File: config.mk
export PLATFORM = sky130hd
export DESIGN_NAME = rsu_right_shift_unit
export DESIGN_NICKNAME = d
export VERILOG_FILES = /design/src/inc/rsu_pkg.sv /design/src/design/rsu_right_shift_unit.sv
export SDC_FILE = /design/constraint.sdc
export NUM_CORES = 1
export LEC_CHECK = 0
export BUFFER_PORTS_ARGS = -buffer_cell sky130_fd_sc_hd__buf_2
export CAP_MARGIN = 40
export CORE_ASPECT_RATIO = 0.9
export CORE_MARGIN = 5
export CORE_UTILIZATION = 45
export CTS_BUF_LIST = sky130_fd_sc_hd__clkbuf_8
export DETAILED_ROUTE_END_ITERATION = 10
export PLACE_DENSITY_LB_ADDON = 0.25
export SETUP_SLACK_MARGIN = 0.3
export SLEW_MARGIN = 20
export SYNTH_ARGS = -nofsm -noshare
export SYNTH_HDL_FRONTEND = slang
export SYNTH_SLANG_ARGS = --single-unit
File: constraint.sdc
create_clock -name core_clk -period 9.1 [get_ports core_clk]
set_clock_uncertainty 0.15 [all_clocks]
set_input_delay 1.82 -clock core_clk [delete_from_list [all_inputs] [get_ports core_clk]]
set_output_delay 1.82 -clock core_clk [all_outputs]
set_load 0.005 [all_outputs]
File: src/inc/rsu_pkg.sv
// Constants, register map and carrier types of the right shift unit.
// Assumes one 250 MHz core clock and an AXI4-Lite master with 32-bit data.
package rsu_pkg;

  // Register byte offsets.
  localparam logic [7:0] RSU_CTRL_OFFSET = 8'h00;
  localparam logic [7:0] RSU_INSTR_OFFSET = 8'h04;
  localparam logic [7:0] RSU_COUNT_OFFSET = 8'h08;
  localparam logic [7:0] RSU_OPERAND_OFFSET = 8'h0C;
  localparam logic [7:0] RSU_RESULT_OFFSET = 8'h10;
  localparam logic [7:0] RSU_FLAGS_OFFSET = 8'h14;
  localparam logic [7:0] RSU_STATUS_OFFSET = 8'h18;

  // Field positions.
  localparam int RSU_START_BIT = 0;
  localparam int RSU_BUSY_BIT = 0;
  localparam int RSU_DONE_BIT = 1;
  localparam int RSU_BAD_OPCODE_BIT = 2;
  localparam int RSU_BAD_COUNT_BIT = 3;
  localparam int RSU_DST_LSB = 4;
  localparam int RSU_OPC_WORD_BIT = 8;
  localparam int RSU_OPC_ARITH_BIT = 3;
  localparam int RSU_OPC_LONG_BIT = 2;

  // Fixed opcode fields of the shift group.
  localparam logic [6:0] RSU_OPC_PREFIX = 7'h59;
  localparam logic [1:0] RSU_OPC_TAIL = 2'h1;

  // Largest legal count per operand size.
  localparam logic [15:0] RSU_MAX_BYTE = 16'h0008;
  localparam logic [15:0] RSU_MAX_WORD = 16'h0010;
  localparam logic [15:0] RSU_MAX_LONG = 16'h0020;

  // Execution time is setup plus steps times the count.
  localparam logic [7:0] RSU_SETUP_CYCLES = 8'h0D;
  localparam logic [7:0] RSU_STEP_CYCLES = 8'h03;

  // Reset values.
  localparam logic [31:0] RSU_WORD_RESET = 32'h0000_0000;
  localparam logic [15:0] RSU_HALF_RESET = 16'h0000;
  localparam logic [5:0] RSU_FLAGS_RESET = 6'h00;

  localparam logic [1:0] RSU_RESP_OKAY = 2'h0;
  localparam logic [1:0] RSU_RESP_SLVERR = 2'h2;

  typedef enum logic [1:0] {
    RSU_SIZE_BYTE,
    RSU_SIZE_WORD,
    RSU_SIZE_LONG
  } rsu_size_type;

  typedef struct packed {
    logic c;
    logic z;
    logic s;
    logic v;
    logic d;
    logic h;
  } rsu_flags_type;

  typedef struct packed {
    logic valid;
    logic arith;
    rsu_size_type size;
    logic [3:0] dst;
  } rsu_decode_type;

endpackage

File: src/design/rsu_right_shift_unit.sv
// Right shift unit: arithmetic and zero-fill right shifts of byte, word
// and long operands, with flag results and count-dependent timing.
// Assumes an AXI4-Lite master on core_clk; inputs are synchronous to it.
//
// Local design decisions: the placing of the registers and register access over AXI4-Lite.
`timescale 1ns/100ps
`default_nettype none

// What this block does
// - Arithmetic shift moves bits toward bit zero and copies the sign bit.
// - Counts allowed: byte up to 8, word up to 16, long up to 32.
// - Count zero leaves destination unchanged; zero and sign flags still come from it, carry keeps its value.
// - Carry takes each bit leaving position zero; ends as last bit out.
// - Zero flag set exactly when the final result is all zeros.
// - Arithmetic shift sets sign flag when the result is negative.
// - Zero-fill shift loads zero into the top bit at every step.
// - Zero-fill shift sign flag copies the result's top bit.
// - Both shifts take 13 plus 3 times count cycles; zero counts as one.
// - Count arrives negated in sixteen bits; the unit negates it back.
module rsu_right_shift_unit
  import rsu_pkg::*;
(
  input wire logic core_clk,
  input wire logic rst_n,
  input wire logic [7:0] awaddr,
  input wire logic [2:0] awprot,
  input wire logic awvalid,
  output logic awready,
  input wire logic [31:0] wdata,
  input wire logic [3:0] wstrb,
  input wire logic wvalid,
  output logic wready,
  output logic [1:0] bresp,
  output logic bvalid,
  input wire logic bready,
  input wire logic [7:0] araddr,
  input wire logic [2:0] arprot,
  input wire logic arvalid,
  output logic arready,
  output logic [31:0] rdata,
  output logic [1:0] rresp,
  output logic rvalid,
  input wire logic rready
);

  typedef enum logic {
    RSU_IDLE,
    RSU_RUN
  } rsu_state_type;

  rsu_state_type state;
  logic aw_held;
  logic w_held;
  logic [7:0] wr_addr;
  logic [31:0] wr_data;
  logic [3:0] wr_strb;
  logic wr_fire;
  logic start_req;
  logic [15:0] instr_word;
  logic [15:0] count_word;
  logic [31:0] operand;
  logic [31:0] result;
  logic [31:0] work;
  rsu_flags_type flags;
  rsu_decode_type cur_op;
  rsu_decode_type next_op;
  logic [15:0] next_count;
  logic [15:0] size_limit;
  logic count_ok;
  logic [7:0] next_total;
  logic [7:0] cyc_cnt;
  logic [5:0] steps_left;
  logic carry;
  logic done;
  logic bad_opcode;
  logic bad_count;
  logic busy;
  logic [32:0] stepped;
  logic [31:0] rd_value;
  logic rd_mapped;
  logic wr_mapped;

  // Recognises the shift group; bit 3 picks arithmetic, bit 2 picks long.
  function automatic rsu_decode_type decode_op(input logic [15:0] op);
    rsu_decode_type d;
    d.valid = (op[15:9] == RSU_OPC_PREFIX) && (op[1:0] == RSU_OPC_TAIL)
      && !(op[RSU_OPC_LONG_BIT] && !op[RSU_OPC_WORD_BIT]);
    d.arith = op[RSU_OPC_ARITH_BIT];
    if (op[RSU_OPC_LONG_BIT]) begin
      d.size = RSU_SIZE_LONG;
    end else if (op[RSU_OPC_WORD_BIT]) begin
      d.size = RSU_SIZE_WORD;
    end else begin
      d.size = RSU_SIZE_BYTE;
    end
    d.dst = op[7:4];
    return d;
  endfunction

  // One step; bits above the operand size are kept as they were.
  function automatic logic [32:0] shift_step(input logic [31:0] v,
                                             input rsu_size_type sz,
                                             input logic arith);
    logic [32:0] r;
    case (sz)
      RSU_SIZE_BYTE: r = {v[0], v[31:8], arith & v[7], v[7:1]};
      RSU_SIZE_WORD: r = {v[0], v[31:16], arith & v[15], v[15:1]};
      default: r = {v[0], arith & v[31], v[31:1]};
    endcase
    return r;
  endfunction

  function automatic logic top_bit(input logic [31:0] v,
                                   input rsu_size_type sz);
    logic t;
    case (sz)
      RSU_SIZE_BYTE: t = v[7];
      RSU_SIZE_WORD: t = v[15];
      default: t = v[31];
    endcase
    return t;
  endfunction

  function automatic logic all_zero(input logic [31:0] v,
                                    input rsu_size_type sz);
    logic z;
    case (sz)
      RSU_SIZE_BYTE: z = (v[7:0] == 8'h00);
      RSU_SIZE_WORD: z = (v[15:0] == 16'h0000);
      default: z = (v == 32'h0000_0000);
    endcase
    return z;
  endfunction

  function automatic logic [31:0] merge(input logic [31:0] old,
                                        input logic [31:0] data,
                                        input logic [3:0] strb);
    logic [31:0] m;
    m = old;
    for (int i = 0; i < 4; i++) begin
      if (strb[i]) begin
        m[i*8 +: 8] = data[i*8 +: 8];
      end
    end
    return m;
  endfunction

  // Write address and data are taken in any order, then committed together.
  assign awready = !aw_held && !bvalid;
  assign wready = !w_held && !bvalid;
  assign wr_fire = aw_held && w_held && !bvalid;
  assign arready = !rvalid;
  assign busy = (state == RSU_RUN);

  always_comb begin
    case (wr_addr)
      RSU_CTRL_OFFSET, RSU_INSTR_OFFSET, RSU_COUNT_OFFSET,
      RSU_OPERAND_OFFSET, RSU_RESULT_OFFSET, RSU_FLAGS_OFFSET,
      RSU_STATUS_OFFSET: wr_mapped = 1'b1;
      default: wr_mapped = 1'b0;
    endcase
  end

  always_ff @(posedge core_clk or negedge rst_n) begin
    if (!rst_n) begin
      aw_held <= 1'b0;
      w_held <= 1'b0;
      wr_addr <= 8'h00;
      wr_data <= RSU_WORD_RESET;
      wr_strb <= 4'h0;
      bvalid <= 1'b0;
      bresp <= RSU_RESP_OKAY;
    end else begin
      if (awvalid && awready) begin
        aw_held <= 1'b1;
        wr_addr <= awaddr;
      end
      if (wvalid && wready) begin
        w_held <= 1'b1;
        wr_data <= wdata;
        wr_strb <= wstrb;
      end
      if (wr_fire) begin
        aw_held <= 1'b0;
        w_held <= 1'b0;
        bvalid <= 1'b1;
        bresp <= wr_mapped ? RSU_RESP_OKAY : RSU_RESP_SLVERR;
      end else if (bvalid && bready) begin
        bvalid <= 1'b0;
      end
    end
  end

  // Plain storage registers written by software.
  always_ff @(posedge core_clk or negedge rst_n) begin
    if (!rst_n) begin
      instr_word <= RSU_HALF_RESET;
      count_word <= RSU_HALF_RESET;
      operand <= RSU_WORD_RESET;
    end else if (wr_fire) begin
      case (wr_addr)
        RSU_INSTR_OFFSET: instr_word <= 16'(merge({16'h0000, instr_word},
                                                  wr_data, wr_strb));
        RSU_COUNT_OFFSET: count_word <= 16'(merge({16'h0000, count_word},
                                                  wr_data, wr_strb));
        RSU_OPERAND_OFFSET: operand <= merge(operand, wr_data, wr_strb);
        default: ;
      endcase
    end
  end

  // A start while busy is ignored; the run in progress is not disturbed.
  assign start_req = wr_fire && (wr_addr == RSU_CTRL_OFFSET) && wr_strb[0]
    && wr_data[RSU_START_BIT] && !busy;

  assign next_op = decode_op(instr_word);
  assign next_count = 16'(~count_word + 16'h0001);

  always_comb begin
    case (next_op.size)
      RSU_SIZE_BYTE: size_limit = RSU_MAX_BYTE;
      RSU_SIZE_WORD: size_limit = RSU_MAX_WORD;
      default: size_limit = RSU_MAX_LONG;
    endcase
  end

  // Out-of-range counts are refused rather than run with undefined results.
  assign count_ok = (next_count <= size_limit);

  always_comb begin
    if (next_count[5:0] == 6'h00) begin
      next_total = 8'(RSU_SETUP_CYCLES + RSU_STEP_CYCLES);
    end else begin
      next_total = 8'(RSU_SETUP_CYCLES
        + RSU_STEP_CYCLES * {2'h0, next_count[5:0]});
    end
  end

  assign stepped = shift_step(work, cur_op.size, cur_op.arith);

  always_ff @(posedge core_clk or negedge rst_n) begin
    if (!rst_n) begin
      state <= RSU_IDLE;
      cyc_cnt <= 8'h00;
    end else begin
      case (state)
        RSU_IDLE: begin
          if (start_req && next_op.valid && count_ok) begin
            state <= RSU_RUN;
            cyc_cnt <= next_total;
          end
        end
        RSU_RUN: begin
          cyc_cnt <= 8'(cyc_cnt - 8'h01);
          if (cyc_cnt == 8'h01) begin
            state <= RSU_IDLE;
          end
        end
        default: state <= RSU_IDLE;
      endcase
    end
  end

  // The shifting finishes well inside the timed window; the window alone
  // decides when the result becomes visible.
  always_ff @(posedge core_clk or negedge rst_n) begin
    if (!rst_n) begin
      work <= RSU_WORD_RESET;
      steps_left <= 6'h00;
      carry <= 1'b0;
      cur_op <= '0;
    end else if (start_req) begin
      work <= operand;
      steps_left <= next_count[5:0];
      carry <= flags.c;
      cur_op <= next_op;
    end else if (busy && steps_left != 6'h00) begin
      work <= stepped[31:0];
      carry <= stepped[32];
      steps_left <= 6'(steps_left - 6'h01);
    end
  end

  always_ff @(posedge core_clk or negedge rst_n) begin
    if (!rst_n) begin
      result <= RSU_WORD_RESET;
    end else if (busy && cyc_cnt == 8'h01) begin
      result <= work;
    end
  end

  // Flags: the end of a run takes priority over a software write.
  always_ff @(posedge core_clk or negedge rst_n) begin
    if (!rst_n) begin
      flags <= RSU_FLAGS_RESET;
    end else if (busy && cyc_cnt == 8'h01) begin
      flags.c <= carry;
      flags.z <= all_zero(work, cur_op.size);
      flags.s <= top_bit(work, cur_op.size);
      if (cur_op.arith) begin
        flags.v <= 1'b0;
      end
    end else if (wr_fire && wr_addr == RSU_FLAGS_OFFSET && wr_strb[0]) begin
      flags <= rsu_flags_type'(wr_data[5:0]);
    end
  end

  // Done is set at the end of a run and cleared by the next start taken while idle, refused or not.
  always_ff @(posedge core_clk or negedge rst_n) begin
    if (!rst_n) begin
      done <= 1'b0;
      bad_opcode <= 1'b0;
      bad_count <= 1'b0;
    end else if (busy && cyc_cnt == 8'h01) begin
      done <= 1'b1;
    end else if (start_req) begin
      done <= 1'b0;
      bad_opcode <= !next_op.valid;
      bad_count <= next_op.valid && !count_ok;
    end
  end

  always_comb begin
    rd_mapped = 1'b1;
    rd_value = RSU_WORD_RESET;
    case (araddr)
      RSU_CTRL_OFFSET: rd_value = RSU_WORD_RESET;
      RSU_INSTR_OFFSET: rd_value = {16'h0000, instr_word};
      RSU_COUNT_OFFSET: rd_value = {16'h0000, count_word};
      RSU_OPERAND_OFFSET: rd_value = operand;
      RSU_RESULT_OFFSET: rd_value = result;
      RSU_FLAGS_OFFSET: rd_value = {26'h0, flags};
      RSU_STATUS_OFFSET: begin
        rd_value[RSU_BUSY_BIT] = busy;
        rd_value[RSU_DONE_BIT] = done;
        rd_value[RSU_BAD_OPCODE_BIT] = bad_opcode;
        rd_value[RSU_BAD_COUNT_BIT] = bad_count;
        rd_value[RSU_DST_LSB +: 4] = cur_op.dst;
      end
      default: rd_mapped = 1'b0;
    endcase
  end

  always_ff @(posedge core_clk or negedge rst_n) begin
    if (!rst_n) begin
      rvalid <= 1'b0;
      rdata <= RSU_WORD_RESET;
      rresp <= RSU_RESP_OKAY;
    end else if (arvalid && arready) begin
      rvalid <= 1'b1;
      rdata <= rd_value;
      rresp <= rd_mapped ? RSU_RESP_OKAY : RSU_RESP_SLVERR;
    end else if (rvalid && rready) begin
      rvalid <= 1'b0;
    end
  end

endmodule

`default_nettype wire

### Word level (Yosys, flattened, before mapping)

Index checks and enable logic that the tools add are counted.

| word-level totals | value |
|---|---|
| register bits after elaboration | 244 |
| word-level logic and storage cells | 171 |
| input bits | 65 |

| cells by class | value |
|---|---|
| mux-type cells | 37 |
| $lt $le $gt $ge | 1 |
| multiply operators | 1 |
| reductions and logical operators | 63 |
| bitwise logic cells | 6 |
| equal/unequal tests | 21 |
| $add $sub $neg | 4 |

Operators by type and width:

| kind | count |
|---|---|
| case mux 24 bit (4 select lines) | 1 |
| two-way mux 32 bit | 2 |
| case mux 32 bit (2 select lines) | 1 |
| == test 8 x 5 -> 1 bit, second input constant | 6 |
| case mux 8 bit (6 select lines) | 1 |
| == test 8 x 4 -> 1 bit, second input constant | 4 |
| zero test 32 bit | 1 |
| AND reduction 3 bit | 9 |
| zero test 8 bit | 3 |
| logical AND 1 bit | 23 |
| two-way mux 1 bit | 18 |
| two-way mux 6 bit | 3 |
| adder 16 x 1 -> 16 bit, second input constant | 1 |
| == test 8 x 3 -> 1 bit, second input constant | 2 |
| less-or-equal comparator 16 bit | 1 |
| zero test 16 bit | 1 |
| two-way mux 8 bit | 2 |
| NOT 16 bit | 1 |
| case mux 8 bit (2 select lines) | 1 |
| nonzero test 2 bit | 7 |
| OR reduction 7 bit | 2 |
| case mux 6 bit (2 select lines) | 1 |
| zero test 1 bit | 9 |
| adder 4 x 8 -> 8 bit, first input constant | 1 |
| 16 further kinds | 32 |

### Longest topological paths before layout

| depth | value |
|---|---|
| depth in word-level cells | 10 |
| mapped depth | 13 |
| gate-level depth less buffers | 13 |

### Least setup slack after synthesis

No wires, ideal clock.

| timing | value |
|---|---|
| path type | input port to flip-flop |
| from | input araddr[1] |
| to | register rdata[1] |
| data arrival time | 3.309 ns |
| stages | 6 |
| path slack | 5.559 ns |
| setup time | 0.082 ns |
| data required time | 8.868 ns |
| cell sequence | nor4_2 > or3b_2 > buf_2 > and2b_1 > a221oi_1 > a31oi_1 |

| between the ends | value |
|---|---|
| word-level cells in the longest chain between the ends | 2 |
| elaborated cells between the ends (all ways) | 7 |

RTL lines:

| element | RTL line | RTL |
|---|---|---|
| from (decl) | rsu_right_shift_unit.sv:36 | `input wire logic [7:0] araddr,` |
| == test 8 x 5 -> 1 bit (tied with other cells) | rsu_right_shift_unit.sv:326 | `case (araddr)` |
| case mux 8 bit (6 select lines) (*) | rsu_right_shift_unit.sv:326 |  |
| to (signal assigned) | rsu_right_shift_unit.sv:351 | `rdata <= rd_value;` |
| to (decl) | rsu_right_shift_unit.sv:40 | `output logic [31:0] rdata,` |

Every way passes the cells marked *; elsewhere a longest branch is shown, timed or not.
A chain may end at the register's enable or synchronous reset.

### Final worst setup path

| timing | value |
|---|---|
| from | register count_word[0] |
| to | register cyc_cnt[6] |

| between the ends | value |
|---|---|
| word-level cells in the longest chain between the ends | 7 |
| elaborated cells between the ends (all ways) | 11 |

RTL lines:

| element | RTL line | RTL |
|---|---|---|
| from (decl) | rsu_right_shift_unit.sv:60 | `logic [15:0] count_word;` |
| from (signal assigned) | rsu_right_shift_unit.sv:204 | `RSU_COUNT_OFFSET: count_word <= 16'(merge({16'h0000, count_word},` |
| NOT 16 bit (*) | rsu_right_shift_unit.sv:217 | `assign next_count = 16'(~count_word + 16'h0001);` |
| adder 16 x 1 -> 16 bit (*) | rsu_right_shift_unit.sv:217 |  |
| multiplier 2 x 6 -> 8 bit | rsu_right_shift_unit.sv:235 | `+ RSU_STEP_CYCLES * {2'h0, next_count[5:0]});` |
| adder 4 x 8 -> 8 bit | rsu_right_shift_unit.sv:235 |  |
| two-way mux 8 bit | rsu_right_shift_unit.sv:231 | `if (next_count[5:0] == 6'h00) begin` |
| two-way mux 8 bit | rsu_right_shift_unit.sv:248 | `if (start_req && next_op.valid && count_ok) begin` |
| case mux 8 bit (2 select lines) | rsu_right_shift_unit.sv:246 | `case (state)` |
| to (signal assigned) | rsu_right_shift_unit.sv:250 | `cyc_cnt <= next_total;` |
| to (signal assigned) | rsu_right_shift_unit.sv:254 | `cyc_cnt <= 8'(cyc_cnt - 8'h01);` |
| to (decl) | rsu_right_shift_unit.sv:71 | `logic [7:0] cyc_cnt;` |

Every way passes the cells marked *; elsewhere a longest branch is shown, timed or not. The select of a mux whose other input is x is not followed.

==> out/results.ini <==
[cells_and_area]
fin_cells = 1549
layout-drive-gt1-share_pct = 26.7
most-common-layout-cells = 242 x dfrtp_1, 221 x nand2_1, 120 x mux2_2
fin_area_sq_mm = 0.0132
multi_input_area_sq_mm = 0.00503
nets = 1260
seq_area_sq_mm = 0.00606
fillers = 2325
area_growth_pct = 15.3
layout_commonest_cell = dfrtp_1

[floorplanning]
dieArea_sq_mm = 0.0287
core_area_sq_mm = 0.0250
rows = 55
start_util_pct = 45.6
die_w_um = 178
die_h_um = 161
io_pins = 106

[drt]
wl_per_cell_um = 18.2
drc = 0
ant_nets = 0
drt_wl_total_mm = 28.2
drt_pass1_iterations = 5
drt_iter0_drc = 782
vias_per_cell = 5.43
num_vias = 8411

[placement]
gp_congestion = 0.848
numPortBuffers = 97
dp_hpwl_mm = 19.4
placed_cells = 1467
dpl_cell_area_sq_mm = 0.0123

[setup_path]
path_class = reg2reg
cp_max_fo = 9
r2r_start = count_word[0]
startpoint = count_word[0]
critical_path_arrival_ns = 4.29
rr_worst_depth = 12
cp-end-kind = flip-flop
critical_path_required_ns = 9.39
cp-start-kind = flip-flop

[timing]
hold_viol_final = 0
max_freq_ghz = 0.250
rsz0062_at_grt = no
setup-violations-final = 0
post-route-min-period_ns = 3.99
timing.final.crit_share_pct = 43.9
drv_slew = 0
slew_headroom_pct = 47.1
max_slew.worst_pin.slew_ns = 0.793
finalSetupTns_ns = 0

[synth]
synth_cell_types = 66
syn_avg_cell_area_sq_um = 10.7
syn-instance-count = 1066
synth_edf_count = 0
synth_flop_cell = dfrtp_1
netlist_area_sq_mm = 0.0114
ys_async_sr_fraction_pct = 100
ys_seq_elements = 242
yosys_warnings = 0
ys_seq_area_share_pct = 53.0

[grt]
grt_use_met1_pct = 29.5
first_global_vias = 8616
grt_busiest_layer = met2
grtUsageMet2_pct = 30.7
grtUsageTotal_pct = 20.2
grt_max_degree = 105
grt_pass1_wl_mm = 46.9
grt_overflow = 0
antenna_found_initial = 1
met3_usage_pct = 4.38

[hold_path]
hp-start = cur_op[3]
hold_class = reg2reg
hold_depth = 2

[clock_network]
clk_pin_slew_ns = 0.06
cts_sinks = 242
h-tree-depth = 2
postCtsSetupBuffers = 0
cts_tree = built
clockBufferDepth = 3
postCtsHoldBufs = 0
clock_latency_ns = 0.54
clockRootBuffer = clkbuf_8
cts_made_buffers = 42
cts.repair.resized = 0

[outcome]
status = finished, final reports clean

[run]
drv_cap = 0

[pwr]
total_power_mw = 3.13
vdd_drop_max_mv = 0.182
power_density_mw_per_mm2 = 237
p_leak_nw = 6.49

power breakdown:
part	leakage, nW	internal [mW]	switching, mW
Sequential	3.24	1.24	0.173
Combinational	2.76	0.360	0.357
Clock	0.496	0.546	0.453
Total	6.49	2.14	0.983
metal layers:
layer / share of wire (%) / up-vias
li1: - / 3979
met1: 47 / 4158
met2: 45 / 231
met3: 6.2 / 43
met4: 1.8 / 0
met5: 0 / -
sequential cells by signal (all words and copies together) (netlist names), 6 cells and up:
register	cells
cyc_cnt	8
wr_data	32
cur_op	7
flags	6
wr_addr	8
count_word	16
rdata	32
work	32
operand	32
instr_word	16
steps_left	6
result	32
cell families (layout without fill, tap and decap cells):
| logic type | Yosys count | after routing | share of synthesized area (%) |
|---|---|---|---|
| flops | 242 | 242 | 53.0 |
| other cells | 1 | 3 | 0.0328 |
| mux | 145 | 145 | 14.0 |
| buf+inv | 81 | 220 | 3.12 |
| fa+ha+maj | 22 | 22 | 2.48 |
| xor+xnor | 21 | 21 | 1.61 |
| compound gates | 169 | 169 | 10.1 |
| simple gates | 385 | 385 | 15.6 |
path summary, 6_finish.rpt:
check,to,slack [ns]
hold / removal,cur_op[3],0.32
setup / recovery,cyc_cnt[6],5.11
max in group asynchronous,wr_data[2],6.37
setup reg to reg,cyc_cnt[6],5.11
hold reg to reg,cur_op[3],0.32
min in group asynchronous,wr_data[12],1.20
cell usage after synthesis, types with 4 or more instances:
cell,instances,area [sq um]
nor4_1,11,68.8
a21oi_1,29,145
nand4_1,8,50.1
mux2i_1,25,250
nand2_1,221,830
mux2_2,120,1350
a21o_1,5,37.5
a31oi_1,9,56.3
inv_1,27,101
a221oi_1,18,158
dfrtp_1,242,6060
ha_1,21,263
nand3b_1,4,30.0
o211ai_1,4,30.0
o21ai_0,41,205
a22o_1,4,35.0
nor2b_1,8,50.1
clkbuf_1,39,146
a32oi_1,15,131
a22oi_1,25,188
xor2_1,9,78.8
nor3_1,9,45.0
xnor2_1,12,105
nor2_1,74,278
buf_2,8,40.0
or3_1,5,31.3
nand3_1,14,70.1
buf_4,4,30.0
worst max-delay path, cell delays in order, from the launching register on:
cell and delay (ns):
dfrtp_1 0.51, inv_1 0.17, ha_1 0.19, nor3b_2 0.42, xor2_1 0.38, inv_1 0.16, ha_1 0.30, nand2_1 0.08
nor3_2 0.14, o221ai_2 0.14, nor4b_2 0.41, and4_1 0.58, mux2i_1 0.26
stage by stage:
stage	util, %	hold slack, ns	worst slack [ns]
after floorplan	-	0.283	5.56
after global placement	48.7	0.297	4.59
after detailed placement	49.0	0.301	4.57
after CTS	52.4	0.315	5.13
after global routing	52.6	0.341	4.86
final	52.6	0.316	5.11
final cells by class:
class,count,area share (%)
Sequential cell,242,46.0
Antenna cell,1,0.0190
Clock buffer,52,5.43
Tap cell,342,3.25
Timing Repair Buffer,116,5.32
Clock inverter,25,1.04
Multi-Input combinational cell,744,38.2
Inverter,27,0.769
No activity file was read; power rests on OpenSTA's default activity.
